### src/hw/pcl_pkg.sv
// Package of constants for the control-line and interrupt logic
package pcl_pkg;
    localparam int CTL_W = 8;
    localparam int BIT_C1_IRQ_EN = 0;
    localparam int BIT_C1_RISE = 1;
    localparam int BIT_DDR_ACCESS = 2;
    localparam int BIT_C2_IRQ_EN = 3;
    localparam int BIT_C2_RISE = 4;
    localparam int BIT_C2_OUT = 5;
    localparam int BIT_FLAG2 = 6;
    localparam int BIT_FLAG1 = 7;
    localparam logic [2:0] MODE_HSHAKE = 3'h4;
    localparam logic [2:0] MODE_PULSE = 3'h5;
    localparam logic [2:0] MODE_LOW = 3'h6;
    localparam logic [2:0] MODE_HIGH = 3'h7;
    localparam logic [1:0] RS_DATA = 2'h0;
    localparam logic [1:0] RS_CTL_A = 2'h1;
    localparam logic [1:0] RS_CTL_B = 2'h3;
    localparam logic [7:0] CTL_RESET = 8'h00;
    localparam int SYNC_STAGES = 3;
endpackage

### src/hw/pcl_edge_sync.sv
// Three-stage pin synchroniser with polarity-selectable edge detector
`timescale 1ns/1ps
module pcl_edge_sync
(
    input wire logic sys_clk_i,
    input wire logic rst_n_i,
    input wire logic pin_i,
    input wire logic rise_sel_i,
    output logic level_o,
    output logic edge_o
);
    import pcl_pkg::*;
    logic [SYNC_STAGES-1:0] sync_ff;
    logic [SYNC_STAGES-1:0] nxt_sync;
    logic level_ff;
    logic nxt_level;

    always_comb
    begin
        nxt_sync = {sync_ff[SYNC_STAGES-2:0], pin_i};
        nxt_level = level_ff;
        if (sync_ff[1] == sync_ff[2])
        begin
            nxt_level = sync_ff[1];
        end
    end

    always_ff @(posedge sys_clk_i)
    begin
        if (!rst_n_i)
        begin
            sync_ff <= '0;
            level_ff <= 1'b0;
        end
        else
        begin
            sync_ff <= nxt_sync;
            level_ff <= nxt_level;
        end
    end

    assign level_o = level_ff;
    assign edge_o = rise_sel_i ? (nxt_level & ~level_ff)
                               : (~nxt_level & level_ff);
endmodule

### src/hw/pcl_irq_logic.sv
// Control-line and interrupt logic for the two ports of the adapter
// Functional notes
// - Strobe edge of chosen polarity sets flag 7
// - Flag 7 with bit 0 pulls irq low
// - Aux input edge sets flag 6 only while bit 5 is clear
// - Flag 6 with bit 3 and bit 5 clear pulls irq low
// - Port A handshake: strobe edge drives aux high
// - Port A handshake: data read drives aux low
// - Port A pulse: one-cycle low after read
// - Port B handshake: data write drives aux low
// - Port B handshake: strobe edge drives aux high
// - Port B pulse: one-cycle low after write
// - Data read clears both flags of the port read
// - Data read needs select zero and bit 2
`timescale 1ns/1ps
module pcl_irq_logic
(
    input wire logic sys_clk_i,
    input wire logic rst_n_i,
    input wire logic bus_sel_i,
    input wire logic bus_rd_i,
    input wire logic bus_wr_i,
    input wire logic port_b_sel_i,
    input wire logic reg_select_hi_i,
    input wire logic reg_select_lo_i,
    input wire logic [pcl_pkg::CTL_W-1:0] wdata_i,
    output logic [pcl_pkg::CTL_W-1:0] rdata_o,
    input wire logic port_a_strobe_in_i,
    input wire logic port_b_strobe_in_i,
    input wire logic port_a_aux_line_i,
    input wire logic port_b_aux_line_i,
    output logic port_a_aux_line_o,
    output logic port_a_aux_line_oe_o,
    output logic port_b_aux_line_o,
    output logic port_b_aux_line_oe_o,
    output logic port_a_irq_n_o,
    output logic port_b_irq_n_o
);
    import pcl_pkg::*;

    // Index 0 is port A, index 1 is port B
    logic [CTL_W-1:0] ctl_ff [2];
    logic [CTL_W-1:0] nxt_ctl [2];
    logic [1:0] aux_ff;
    logic [1:0] nxt_aux;
    logic [1:0] oe_ff;
    logic [1:0] nxt_oe;
    logic [1:0] irq_n_ff;
    logic [1:0] nxt_irq_n;
    logic [CTL_W-1:0] rdata_ff;
    logic [CTL_W-1:0] nxt_rdata;
    logic [1:0] c1_edge;
    logic [1:0] c2_edge;
    logic [1:0] data_rd;
    logic [1:0] data_wr;
    logic [1:0] strobe_pin;
    logic [1:0] aux_pin;

    function automatic logic [2:0] aux_mode(input logic [CTL_W-1:0] c);
        aux_mode = c[BIT_C2_OUT:BIT_C2_IRQ_EN];
    endfunction

    function automatic logic [1:0] sel_rs();
        sel_rs = {reg_select_hi_i, reg_select_lo_i};
    endfunction

    assign strobe_pin = {port_b_strobe_in_i, port_a_strobe_in_i};
    assign aux_pin = {port_b_aux_line_i, port_a_aux_line_i};

    for (genvar p = 0; p < 2; p++)
    begin : g_port
        pcl_edge_sync u_c1
        (
            .sys_clk_i(sys_clk_i),
            .rst_n_i(rst_n_i),
            .pin_i(strobe_pin[p]),
            .rise_sel_i(ctl_ff[p][BIT_C1_RISE]),
            .level_o(),
            .edge_o(c1_edge[p])
        );
        pcl_edge_sync u_c2
        (
            .sys_clk_i(sys_clk_i),
            .rst_n_i(rst_n_i),
            .pin_i(aux_pin[p]),
            .rise_sel_i(ctl_ff[p][BIT_C2_RISE]),
            .level_o(),
            .edge_o(c2_edge[p])
        );
    end

    always_comb
    begin
        nxt_rdata = rdata_ff;
        for (int p = 0; p < 2; p++)
        begin
            // Data register only when bit 2 selects it
            data_rd[p] = bus_sel_i && bus_rd_i && (sel_rs() == RS_DATA)
                && (port_b_sel_i == p[0])
                && ctl_ff[p][BIT_DDR_ACCESS];
            data_wr[p] = bus_sel_i && bus_wr_i && (sel_rs() == RS_DATA)
                && (port_b_sel_i == p[0])
                && ctl_ff[p][BIT_DDR_ACCESS];
            nxt_ctl[p] = ctl_ff[p];
            if (bus_sel_i && bus_wr_i
                && sel_rs() == (p == 0 ? RS_CTL_A : RS_CTL_B))
            begin
                nxt_ctl[p][5:0] = wdata_i[5:0];
            end
            if (data_rd[p])
            begin
                nxt_ctl[p][BIT_FLAG1] = 1'b0;
                nxt_ctl[p][BIT_FLAG2] = 1'b0;
            end
            // Set wins over the read clear
            if (c1_edge[p])
            begin
                nxt_ctl[p][BIT_FLAG1] = 1'b1;
            end
            if (c2_edge[p] && !ctl_ff[p][BIT_C2_OUT])
            begin
                nxt_ctl[p][BIT_FLAG2] = 1'b1;
            end
            nxt_irq_n[p] = ~((nxt_ctl[p][BIT_FLAG1]
                && nxt_ctl[p][BIT_C1_IRQ_EN])
                || (nxt_ctl[p][BIT_FLAG2]
                && nxt_ctl[p][BIT_C2_IRQ_EN]
                && !nxt_ctl[p][BIT_C2_OUT]));
            nxt_oe[p] = nxt_ctl[p][BIT_C2_OUT];
            nxt_aux[p] = aux_ff[p];
            case (aux_mode(nxt_ctl[p]))
                MODE_HSHAKE:
                begin
                    if (c1_edge[p])
                    begin
                        nxt_aux[p] = 1'b1;
                    end
                    else if (p == 0 && data_rd[p])
                    begin
                        nxt_aux[p] = 1'b0;
                    end
                    else if (p == 1 && data_wr[p])
                    begin
                        nxt_aux[p] = 1'b0;
                    end
                end
                MODE_PULSE:
                begin
                    nxt_aux[p] = !((p == 0) ? data_rd[p]
                        : data_wr[p]);
                end
                MODE_LOW: nxt_aux[p] = 1'b0;
                MODE_HIGH: nxt_aux[p] = 1'b1;
                default: nxt_aux[p] = 1'b1;
            endcase
        end
        if (bus_sel_i && bus_rd_i && sel_rs() == RS_CTL_A)
        begin
            nxt_rdata = ctl_ff[0];
        end
        else if (bus_sel_i && bus_rd_i && sel_rs() == RS_CTL_B)
        begin
            nxt_rdata = ctl_ff[1];
        end
    end

    always_ff @(posedge sys_clk_i)
    begin
        if (!rst_n_i)
        begin
            ctl_ff[0] <= CTL_RESET;
            ctl_ff[1] <= CTL_RESET;
            aux_ff <= 2'h3;
            oe_ff <= 2'h0;
            irq_n_ff <= 2'h3;
            rdata_ff <= 8'h00;
        end
        else
        begin
            ctl_ff <= nxt_ctl;
            aux_ff <= nxt_aux;
            oe_ff <= nxt_oe;
            irq_n_ff <= nxt_irq_n;
            rdata_ff <= nxt_rdata;
        end
    end

    assign rdata_o = rdata_ff;
    assign port_a_aux_line_o = aux_ff[0];
    assign port_b_aux_line_o = aux_ff[1];
    assign port_a_aux_line_oe_o = oe_ff[0];
    assign port_b_aux_line_oe_o = oe_ff[1];
    assign port_a_irq_n_o = irq_n_ff[0];
    assign port_b_irq_n_o = irq_n_ff[1];
endmodule

### config.mk
export PLATFORM = sky130hd
export DESIGN_NAME = pcl_irq_logic
export DESIGN_NICKNAME = d
export VERILOG_FILES = /design/src/hw/pcl_pkg.sv /design/src/hw/pcl_edge_sync.sv /design/src/hw/pcl_irq_logic.sv
export SDC_FILE = /design/constraint.sdc
export NUM_CORES = 1
export LEC_CHECK = 0
export ABC_AREA = 0
export BUFFER_PORTS_ARGS = -buffer_cell sky130_fd_sc_hd__buf_2
export CAP_MARGIN = 10
export CORE_ASPECT_RATIO = 0.5
export CORE_MARGIN = 1.5
export CORE_UTILIZATION = 40
export CTS_CLUSTER_SIZE = 28
export DETAILED_ROUTE_END_ITERATION = 8
export SYNTH_ARGS = -nofsm -noshare
export SYNTH_HDL_FRONTEND = slang
export SYNTH_SLANG_ARGS = --single-unit
export TNS_END_PERCENT = 20
### constraint.sdc
create_clock -name sys_clk_i -period 1.62 [get_ports sys_clk_i]
set_clock_uncertainty 0.15 [all_clocks]
set_input_delay 0.486 -clock sys_clk_i [delete_from_list [all_inputs] [get_ports sys_clk_i]]
set_output_delay 0.486 -clock sys_clk_i [all_outputs]
set_load 0.1 [all_outputs]
## Word level (Yosys, flattened, before mapping)

Cells that the tools add are included.

- Div/mod/pow operators: 0
- Equality and inequality tests: 14
- Reduce and logical (&&, ||, !) cells: 32
- Multiplexer cells: 24
- Multipliers: 0
- Shifts and indexed selects: 0
- Order comparisons: 0
- Bitwise operators: 19
- Add/subtract/negate cells: 0

Operators by type and width:

| operator | count |
|---|---|
| $logic_and 1x1->1 | 22 |
| $eq 3x3->1 const B | 6 |
| $mux 1 | 16 |
| $mux 8 | 2 |
| $mux 6 | 2 |
| $not 1->1 | 11 |
| $and 1x1->1 | 8 |
| $logic_not 1->1 | 6 |
| $ne 3x2->1 const B | 2 |
| $pmux 1 s3 | 2 |
| $eq 1x1->1 | 4 |
| $mux 2 | 2 |
| $eq 2x1->1 const B | 1 |
| $eq 2x2->1 const B | 1 |
| $logic_not 2->1 | 1 |
| $logic_or 1x1->1 | 2 |
| $reduce_bool 2->1 | 1 |

- Word-level logic and storage cells: 106
- Memories kept: 0
- Bits in latches: 0
- Output and inout port bits: 14
- Bits in registers: 46
- RAM bits: 0
- Memory bits (read-only): 0
- Input port bits: 20

## Depth between registers and ports, before layout

Gate-level depths: netlist of run 1.

- Word-level depth: 11
- Depth in mapped cells: 6
- Depth with buffers taken out: 4

## Cells and area by module

Synthesis of run 1 repeated with hierarchy kept, for this count alone.

- Cells, all modules: 193
- Area, all modules: 1880.6 µm²

By module, submodules not included:

| module | seq. area each (µm²) | times used | cells an instance | area an instance (µm²) |
|---|---|---|---|---|
| pcl_irq_logic | 560.5 | 1 | 141 | 1325.0 |
| pcl_edge_sync | 80.1 | 4 | 13 | 138.9 |

## Least setup slack after synthesis of run 1

Ideal clock, no wire load.

- Kind: reg-to-reg
- From: register aux_ff[1] (netlist name)
- To: register aux_ff[1]
- Path slack: -0.118 ns
- Period minus slack after synthesis: 1.738 ns
- Required time: 1.406 ns
- Cell stages (with the launch flop): 5
- Library setup time: 0.064 ns
- Data arrival time: 1.525 ns
- Buffers on the path: 0
- Cells stage by stage: dfxtp_1 nor2b_1 nor3_1 a211o_1 nand4_1

RTL lines:

| element | RTL line | source |
|---|---|---|
| to (signal assigned) | pcl_irq_logic.sv:181 | `aux_ff <= nxt_aux;` |
| to (decl) | pcl_irq_logic.sv:44 | `logic [1:0] aux_ff;` |

==> flow_metrics.env, run 1 <==
export IMPL_run_status="complete, no violations"
export IMPL_power_density_mw_per_mm2=957.2
export IMPL_routabilityCongestion=0.8027
export IMPL_place_detailed_instances=288
export IMPL_rsz_0062_raised_after_global_routing="false"
export IMPL_number_of_antenna_violations_at_the_first_check_in_global_routing=0
export IMPL_postSynthAreaPerCell_um2=9.466
export IMPL_port_buffers=31
export IMPL_final_layout_size_suffix_gt1_frac=0.2479
export IMPL_min_path_type="input port to flop"
export IMPL_critical_path_required_ns=0.98
export IMPL_route_vias_total=1530
export IMPL_syn_num_nets=218
export IMPL_finalMaxSlewViolations=0
export IMPL_drc_errors_left=0
export IMPL_core_area_mm2=0.004446
export IMPL_first_global_vias=1376
export IMPL_die_h_um=51.41
export IMPL_placement_cell_area_mm2=0.002333
export IMPL_maxCapViolations=0
export IMPL_routed_wl_mm=3.981
export IMPL_critical_path_cell_chain="buf_12"
export IMPL_number_of_h_tree_levels=2
export IMPL_area_growth_synth_to_final_pct=31.51
export IMPL_groute_usage_overall=0.1746
export IMPL_p_leak_nw=1.088
export IMPL_synthesis_instances=198
export IMPL_cp_slowest_cell="sky130_fd_sc_hd__dfxtp_2"
export IMPL_detail_route_first_pass_iterations=4
export IMPL_synth_register_bits=44
export IMPL_worst_skew_pair_late_latency_ns=0.30
export IMPL_max_freq_mhz=647.7
export IMPL_ir_worst_vdd_v=0.0003515
export IMPL_synth_sequential_area_ratio=0.4700
export IMPL_cp_slowest_stage_delay_ns=0.42
export IMPL_finalHoldViolations=0
export IMPL_worstMarginPinSlew_ns=0.2935
export IMPL_finish_net_count=258
export IMPL_stdcell_area_mm2=0.002465
export IMPL_antenna_cells_inserted=0
export IMPL_multi_input_comb_area_um2=902.1
export IMPL_worstPathArrival_ns=0.91
export IMPL_power_mw=2.359
export IMPL_cp_num_buf_inv=1
export IMPL_period_minus_slack_ns=1.544
export IMPL_crit_family="flip-flops"
export IMPL_critPathKind="flop to output port"
export IMPL_die_area_mm2=0.005130
export IMPL_tritoncts_clock_tree="done"
export IMPL_starting_density=0.4216
export IMPL_worstSetupStartpointType="flop"
export IMPL_dpl_hpwl_mm=2.994
export IMPL_area_sequential_um2=884.6
export IMPL_ioPinCount=34
export IMPL_fp_dieW_um=99.81
export IMPL_slew_limit_headroom=0.8026
export IMPL_grt_start_max_net_pins=21
export IMPL_ys_warnings_count=0
export IMPL_clock_path_buffers=2
export IMPL_clockRootBuffer="sky130_fd_sc_hd__clkbuf_8"
export IMPL_final_global_route_overflow_total=0
export IMPL_stdcell_count=295
export IMPL_library_cells_used_by_synthesis=37
export IMPL_viasPerCell=5.186
export IMPL_period_share=0.9530
export IMPL_hold_buffers=0
export IMPL_tritoncts_num_buffers=5
export IMPL_rows=17
export IMPL_setup_viol_count_final=0
export IMPL_nFillCells=412
export IMPL_worst_path_max_fanout=6
export IMPL_numClockSinks=44
export IMPL_drt_wirelength_per_cell_um=13.49
export IMPL_total_standard_cell_area_after_synthesis_mm2=0.001874
export IMPL_postRouteAntennaNets=0
export IMPL_dr_first_iter_drc_count=79
export IMPL_cts_clk_slew_worst_paths_ns=0.08
export IMPL_setup_total_negative_slack_ns=0
export IMPL_grt_first_pass_wirelength_mm=6.658
export IMPL_setup_worst_path_end_class="output port"
[area by class of cell]
cell class	instances	share of cell area
Sequential cell	44	0.3589
Clock inverter	2	0.02437
Clock buffer	5	0.02792
Inverter	4	0.006091
Multi-Input combinational cell	139	0.3660
Timing Repair Buffer	44	0.1878
Tap cell	57	0.02893
[final timing paths]
| kind | cells after the start | startpoint | slack (ns) | end |
|---|---|---|---|---|
| worst max-delay path | 1 | ctl_ff[13] | 0.08 | port_a_aux_line_oe_o |
| worst min-delay path | 2 | port_b_aux_line_i | 0.24 | g_port[1].u_c2.sync_ff[0] |
| worst max register to register | 4 | ctl_ff[4] | 0.16 | irq_n_ff[1] |
| worst min register to register | 1 | g_port[1].u_c2.sync_ff[0] | 0.29 | g_port[1].u_c2.sync_ff[1] |
[layout by cell type, fill, tap and decap left out, drive strengths merged]
cell type  count
a211o          1
a21boi        15
a21o           2
a21oi          1
a32oi          2
a41oi          2
and2          17
and2b          1
and3           1
and4           2
and4b          1
buf           44
bufinv         2
clkbuf         5
dfxtp         44
inv            4
mux2i         10
nand2         38
nand2b         1
nand3          2
nand3b         2
nand4          4
nand4b         3
nor2           1
nor2b          3
nor3           5
nor4b          2
o2111ai        1
o211a          8
o21ai         10
o2bb2ai        2
or4b           2
[synthesized netlist by cell type]
library cell | number | share of area
sky130_fd_sc_hd__a211o_1 | 1 | 0.0047
sky130_fd_sc_hd__a21boi_0 | 14 | 0.056
sky130_fd_sc_hd__a21boi_1 | 1 | 0.0040
sky130_fd_sc_hd__a21o_1 | 2 | 0.0080
sky130_fd_sc_hd__a21oi_1 | 1 | 0.0027
sky130_fd_sc_hd__a32oi_1 | 2 | 0.0093
sky130_fd_sc_hd__a41oi_1 | 2 | 0.0093
sky130_fd_sc_hd__and2_1 | 17 | 0.057
sky130_fd_sc_hd__and2b_2 | 1 | 0.0047
sky130_fd_sc_hd__and3_2 | 1 | 0.0040
sky130_fd_sc_hd__and4_2 | 2 | 0.011
sky130_fd_sc_hd__and4b_1 | 1 | 0.0053
sky130_fd_sc_hd__buf_2 | 2 | 0.0053
sky130_fd_sc_hd__buf_4 | 1 | 0.0040
sky130_fd_sc_hd__buf_6 | 3 | 0.018
sky130_fd_sc_hd__clkbuf_1 | 3 | 0.0060
sky130_fd_sc_hd__clkbuf_2 | 1 | 0.0027
sky130_fd_sc_hd__dfxtp_1 | 44 | 0.47
sky130_fd_sc_hd__dlygate4sd1_1 | 1 | 0.0047
sky130_fd_sc_hd__inv_1 | 4 | 0.0080
sky130_fd_sc_hd__mux2i_1 | 10 | 0.053
sky130_fd_sc_hd__nand2_1 | 38 | 0.076
sky130_fd_sc_hd__nand2b_1 | 1 | 0.0033
sky130_fd_sc_hd__nand3_1 | 2 | 0.0053
sky130_fd_sc_hd__nand3b_1 | 2 | 0.0080
sky130_fd_sc_hd__nand4_1 | 4 | 0.013
sky130_fd_sc_hd__nand4b_1 | 2 | 0.0093
sky130_fd_sc_hd__nand4b_2 | 1 | 0.0080
sky130_fd_sc_hd__nor2_1 | 1 | 0.0020
sky130_fd_sc_hd__nor2b_1 | 3 | 0.010
sky130_fd_sc_hd__nor3_1 | 5 | 0.013
sky130_fd_sc_hd__nor4b_1 | 2 | 0.0093
sky130_fd_sc_hd__o2111ai_1 | 1 | 0.0047
sky130_fd_sc_hd__o211a_1 | 8 | 0.043
sky130_fd_sc_hd__o21ai_0 | 10 | 0.027
sky130_fd_sc_hd__o2bb2ai_1 | 2 | 0.0093
sky130_fd_sc_hd__or4b_1 | 2 | 0.011
[power breakdown]
group	leakage (nW)	internal [mW]	switching (mW)
combinational	0.665	0.106	0.152
clock	0.0642	0.607	0.360
sequential	0.359	1.11	0.0256
[metrics by stage]
step | hold WS [ns] | util | setup slack, ns
detailed placement | 0.2703 | 0.5249 | -0.1680
global route | 0.2330 | 0.5545 | 0.009346
global placement | 0.2638 | 0.5249 | -0.1045
floorplan | 0.2619 | - | -0.02810
finish | 0.2398 | 0.5545 | 0.07618
CTS | 0.2323 | 0.5545 | 0.06945
[repair_timing]
item                                    CTS  global route
gates resized for setup                   2             0
endpoints found under the setup margin    2             0
setup buffers                             0             0
[kinds of logic (layout without fill, tap and decap cells)]
| family | after synthesis | in the layout | share of synthesized area |
|---|---|---|---|
| buf+inv | 15 | 55 | 0.04873 |
| flops | 44 | 44 | 0.4700 |
| compound gates | 44 | 44 | 0.1776 |
| simple gates | 85 | 85 | 0.2503 |
| mux | 10 | 10 | 0.05341 |
[sequential cells by signal, indices dropped and copies added (netlist names)]
name                 cells
g_port.u_c1.sync_ff      6
irq_n_ff                 2
g_port.u_c1.level_o      2
rdata_o                  8
ctl_ff                  16
g_port.u_c2.sync_ff      6
g_port.u_c2.level_o      2
aux_ff                   2
[metal layers]
| metal | vias to the layer above | track usage | wire length [um] |
|---|---|---|---|
| li1 | 782 | - | - |
| met1 | 701 | 0.2427 | 2052 |
| met2 | 38 | 0.2540 | 1617 |
| met3 | 9 | 0.04925 | 240 |
| met4 | 0 | 0.07277 | 71 |
| met5 | - | 0 | 0 |
(Power assumes the default switching activity.)
==> run 2, diff against run 1 <==
--- a/config.mk
+++ b/config.mk
@@ -15,5 +15,6 @@
 export DETAILED_ROUTE_END_ITERATION = 8
 export SYNTH_ARGS = -nofsm -noshare
 export SYNTH_HDL_FRONTEND = slang
+export SYNTH_HIERARCHICAL = 1
 export SYNTH_SLANG_ARGS = --single-unit
 export TNS_END_PERCENT = 20
==> run 2 against run 1 <==
Compared with the run above:
- total power fell by 14%
- register-to-register slack got worse by 0.03 ns
- critical path depth did not move
- sequential power barely moved
- global-route usage fell by 1.1 points
- cell area rose by 0.51%
- via count fell by 2.9%
- sequential share of layout area fell by 0.23 points
- largest cell class unchanged
- largest power group unchanged
==> flow_metrics.env, run 2 <==
export IMPL_total_standard_cell_area_after_synthesis_mm2=0.001881
export IMPL_drt_wirelength_per_cell_um=12.50
export IMPL_antenna_cells_inserted=0
export IMPL_p_leak_nw=1.136
export IMPL_yosys_top_cells_area="sky130_fd_sc_hd__dfxtp_1 (47%), sky130_fd_sc_hd__nand2_1 (6.6%), sky130_fd_sc_hd__mux2i_1 (6.4%)"
export IMPL_route_vias_total=1486
export IMPL_synth_sequential_area_ratio=0.4684
export IMPL_dpl_hpwl_mm=2.908
export IMPL_cp_num_buf_inv=1
export IMPL_post_synth_top_count_cell="sky130_fd_sc_hd__dfxtp_1"
export IMPL_final_core_util=0.5546
export IMPL_number_of_h_tree_levels=2
export IMPL_place_detailed_instances=290
export IMPL_postCtsResizedCells=0
export IMPL_stdcell_count=297
export IMPL_cts_clk_slew_worst_paths_ns=0.08
export IMPL_setup_viol_count_final=0
export IMPL_number_of_antenna_violations_at_the_first_check_in_global_routing=0
export IMPL_starting_density=0.4210
export IMPL_routabilityCongestion=0.8816
export IMPL_rows=17
export IMPL_tritoncts_num_buffers=5
export IMPL_period_share=0.9357
export IMPL_hold_buffers=0
export IMPL_run_status="complete, no violations"
export IMPL_groute_usage_overall=0.1634
export IMPL_worst_skew_pair_late_latency_ns=0.29
export IMPL_ioPinCount=34
export IMPL_dr_first_iter_drc_count=52
export IMPL_setup_worst_path_end_class="output port"
export IMPL_finalMaxSlewViolations=0
export IMPL_finish_net_count=260
export IMPL_maxCapViolations=0
export IMPL_max_freq_mhz=659.7
export IMPL_ir_worst_vdd_v=0.0003501
export IMPL_rsz_0062_raised_after_global_routing="false"
export IMPL_grt_start_max_net_pins=21
export IMPL_final_layout_size_suffix_gt1_frac=0.2792
export IMPL_synth_register_bits=44
export IMPL_async_reset_ff_frac=0
export IMPL_crit_family="flip-flops"
export IMPL_final_global_route_overflow_total=0
export IMPL_cp_slowest_cell="sky130_fd_sc_hd__dfxtp_2"
export IMPL_worstSetupStartpointType="flop"
export IMPL_worstMarginPinSlew_ns=0.2557
export IMPL_critPathKind="flop to output port"
export IMPL_synth_edff_count=0
export IMPL_finalHoldViolations=0
export IMPL_worst_path_max_fanout=5
export IMPL_synthDominantCellAreaShare=0.4684
export IMPL_clock_path_buffers=2
export IMPL_die_h_um=51.49
export IMPL_drc_errors_left=0
export IMPL_port_buffers=31
export IMPL_synthDominantAreaCellType="sky130_fd_sc_hd__dfxtp_1"
export IMPL_registers_top_by_ff_count="ctl_ff"
export IMPL_die_area_mm2=0.005147
export IMPL_core_area_mm2=0.004467
export IMPL_worstPathArrival_ns=0.88
export IMPL_library_cells_used_by_synthesis=38
export IMPL_critical_path_cell_chain="buf_12"
export IMPL_syn_num_nets=213
export IMPL_viasPerCell=5.003
export IMPL_min_path_type="input port to flop"
export IMPL_slew_limit_headroom=0.8247
export IMPL_clockRootBuffer="sky130_fd_sc_hd__clkbuf_8"
export IMPL_mostFrequentLayoutCells="sky130_fd_sc_hd__dfxtp_1 (42), sky130_fd_sc_hd__nand2_1 (33), sky130_fd_sc_hd__buf_2 (17), sky130_fd_sc_hd__buf_4 (17), sky130_fd_sc_hd__buf_12 (14)"
export IMPL_tritoncts_clock_tree="done"
export IMPL_postRouteAntennaNets=0
export IMPL_area_growth_synth_to_final_pct=31.74
export IMPL_numClockSinks=44
export IMPL_cts_post_setup_buffers_inserted=0
export IMPL_grt_first_pass_wirelength_mm=6.237
export IMPL_postSynthAreaPerCell_um2=9.744
export IMPL_synthesis_instances=193
export IMPL_detail_route_first_pass_iterations=4
export IMPL_period_minus_slack_ns=1.516
export IMPL_final_common_cell="sky130_fd_sc_hd__dfxtp_1"
export IMPL_power_mw=2.036
export IMPL_synth_common_cells="sky130_fd_sc_hd__dfxtp_1 (44), sky130_fd_sc_hd__nand2_1 (33), sky130_fd_sc_hd__and2_1 (13)"
export IMPL_yosys_most_used_dff="sky130_fd_sc_hd__dfxtp_1"
export IMPL_cp_slowest_stage_delay_ns=0.40
export IMPL_power_density_mw_per_mm2=821.6
export IMPL_fp_dieW_um=99.97
export IMPL_ys_warnings_count=6
export IMPL_first_global_vias=1334
export IMPL_routed_wl_mm=3.713
export IMPL_critical_path_required_ns=0.98
export IMPL_flip_flop_count_of_the_largest_register_after_layout=16
-- run 2: routing by layer --
metal | share of wire | GRT usage | vias to the layer above
li1 | - | - | 777
met1 | 0.52 | 0.2224 | 673
met2 | 0.42 | 0.2449 | 31
met3 | 0.043 | 0.04651 | 5
met4 | 0.012 | 0.06573 | 0
met5 | 0 | 0 | -
-- run 2: path summary, 6_finish.rpt --
path	startpoint	to	slack [ns]	depth (start not counted)
min reg2reg	g_port[1].u_c2/sync_ff[0]	g_port[1].u_c2/sync_ff[1]	0.28	1
max	ctl_ff[5]	port_b_aux_line_oe_o	0.10	1
min	port_a_aux_line_i	g_port[0].u_c2/sync_ff[0]	0.24	2
max reg2reg	g_port[1].u_c2/sync_ff[1]	irq_n_ff[1]	0.13	4
-- run 2: cell type report --
cell class                      count  area, um^2
Clock buffer                        6       72.57
Fill cell                         392        1989
Multi-Input combinational cell    137       937.1
Inverter                            4       15.01
Sequential cell                    44       883.3
Timing Repair Buffer               48       493.0
Clock inverter                      1       5.005
Tap cell                           57       71.32
-- run 2: cells by family (layout without fill, tap and decap cells) --
logic type	Yosys count	count (layout)	synth area share
simple gates	85	85	0.2602
flops	44	44	0.4684
compound gates	39	39	0.1623
mux	13	13	0.07585
buf+inv	12	59	0.03326
-- run 2: metrics by stage --
step	setup WS (ns)	instance area [um^2]	hold slack (ns)	TNS, ns
floorplan	-0.1314	1882	0.2618	-0.3641
global placement	-0.1264	2399	0.2638	-0.6443
detailed placement	-0.1632	2399	0.2710	-1.078
CTS	0.01501	2476	0.2322	0
global route	0.04420	2477	0.2311	0
finish	0.1042	2477	0.2422	0
-- run 2: power breakdown --
group	internal, mW	leakage (nW)	switching [mW]
combinational	0.116	0.736	0.155
sequential	1.11	0.359	0.0236
clock	0.293	0.0410	0.338
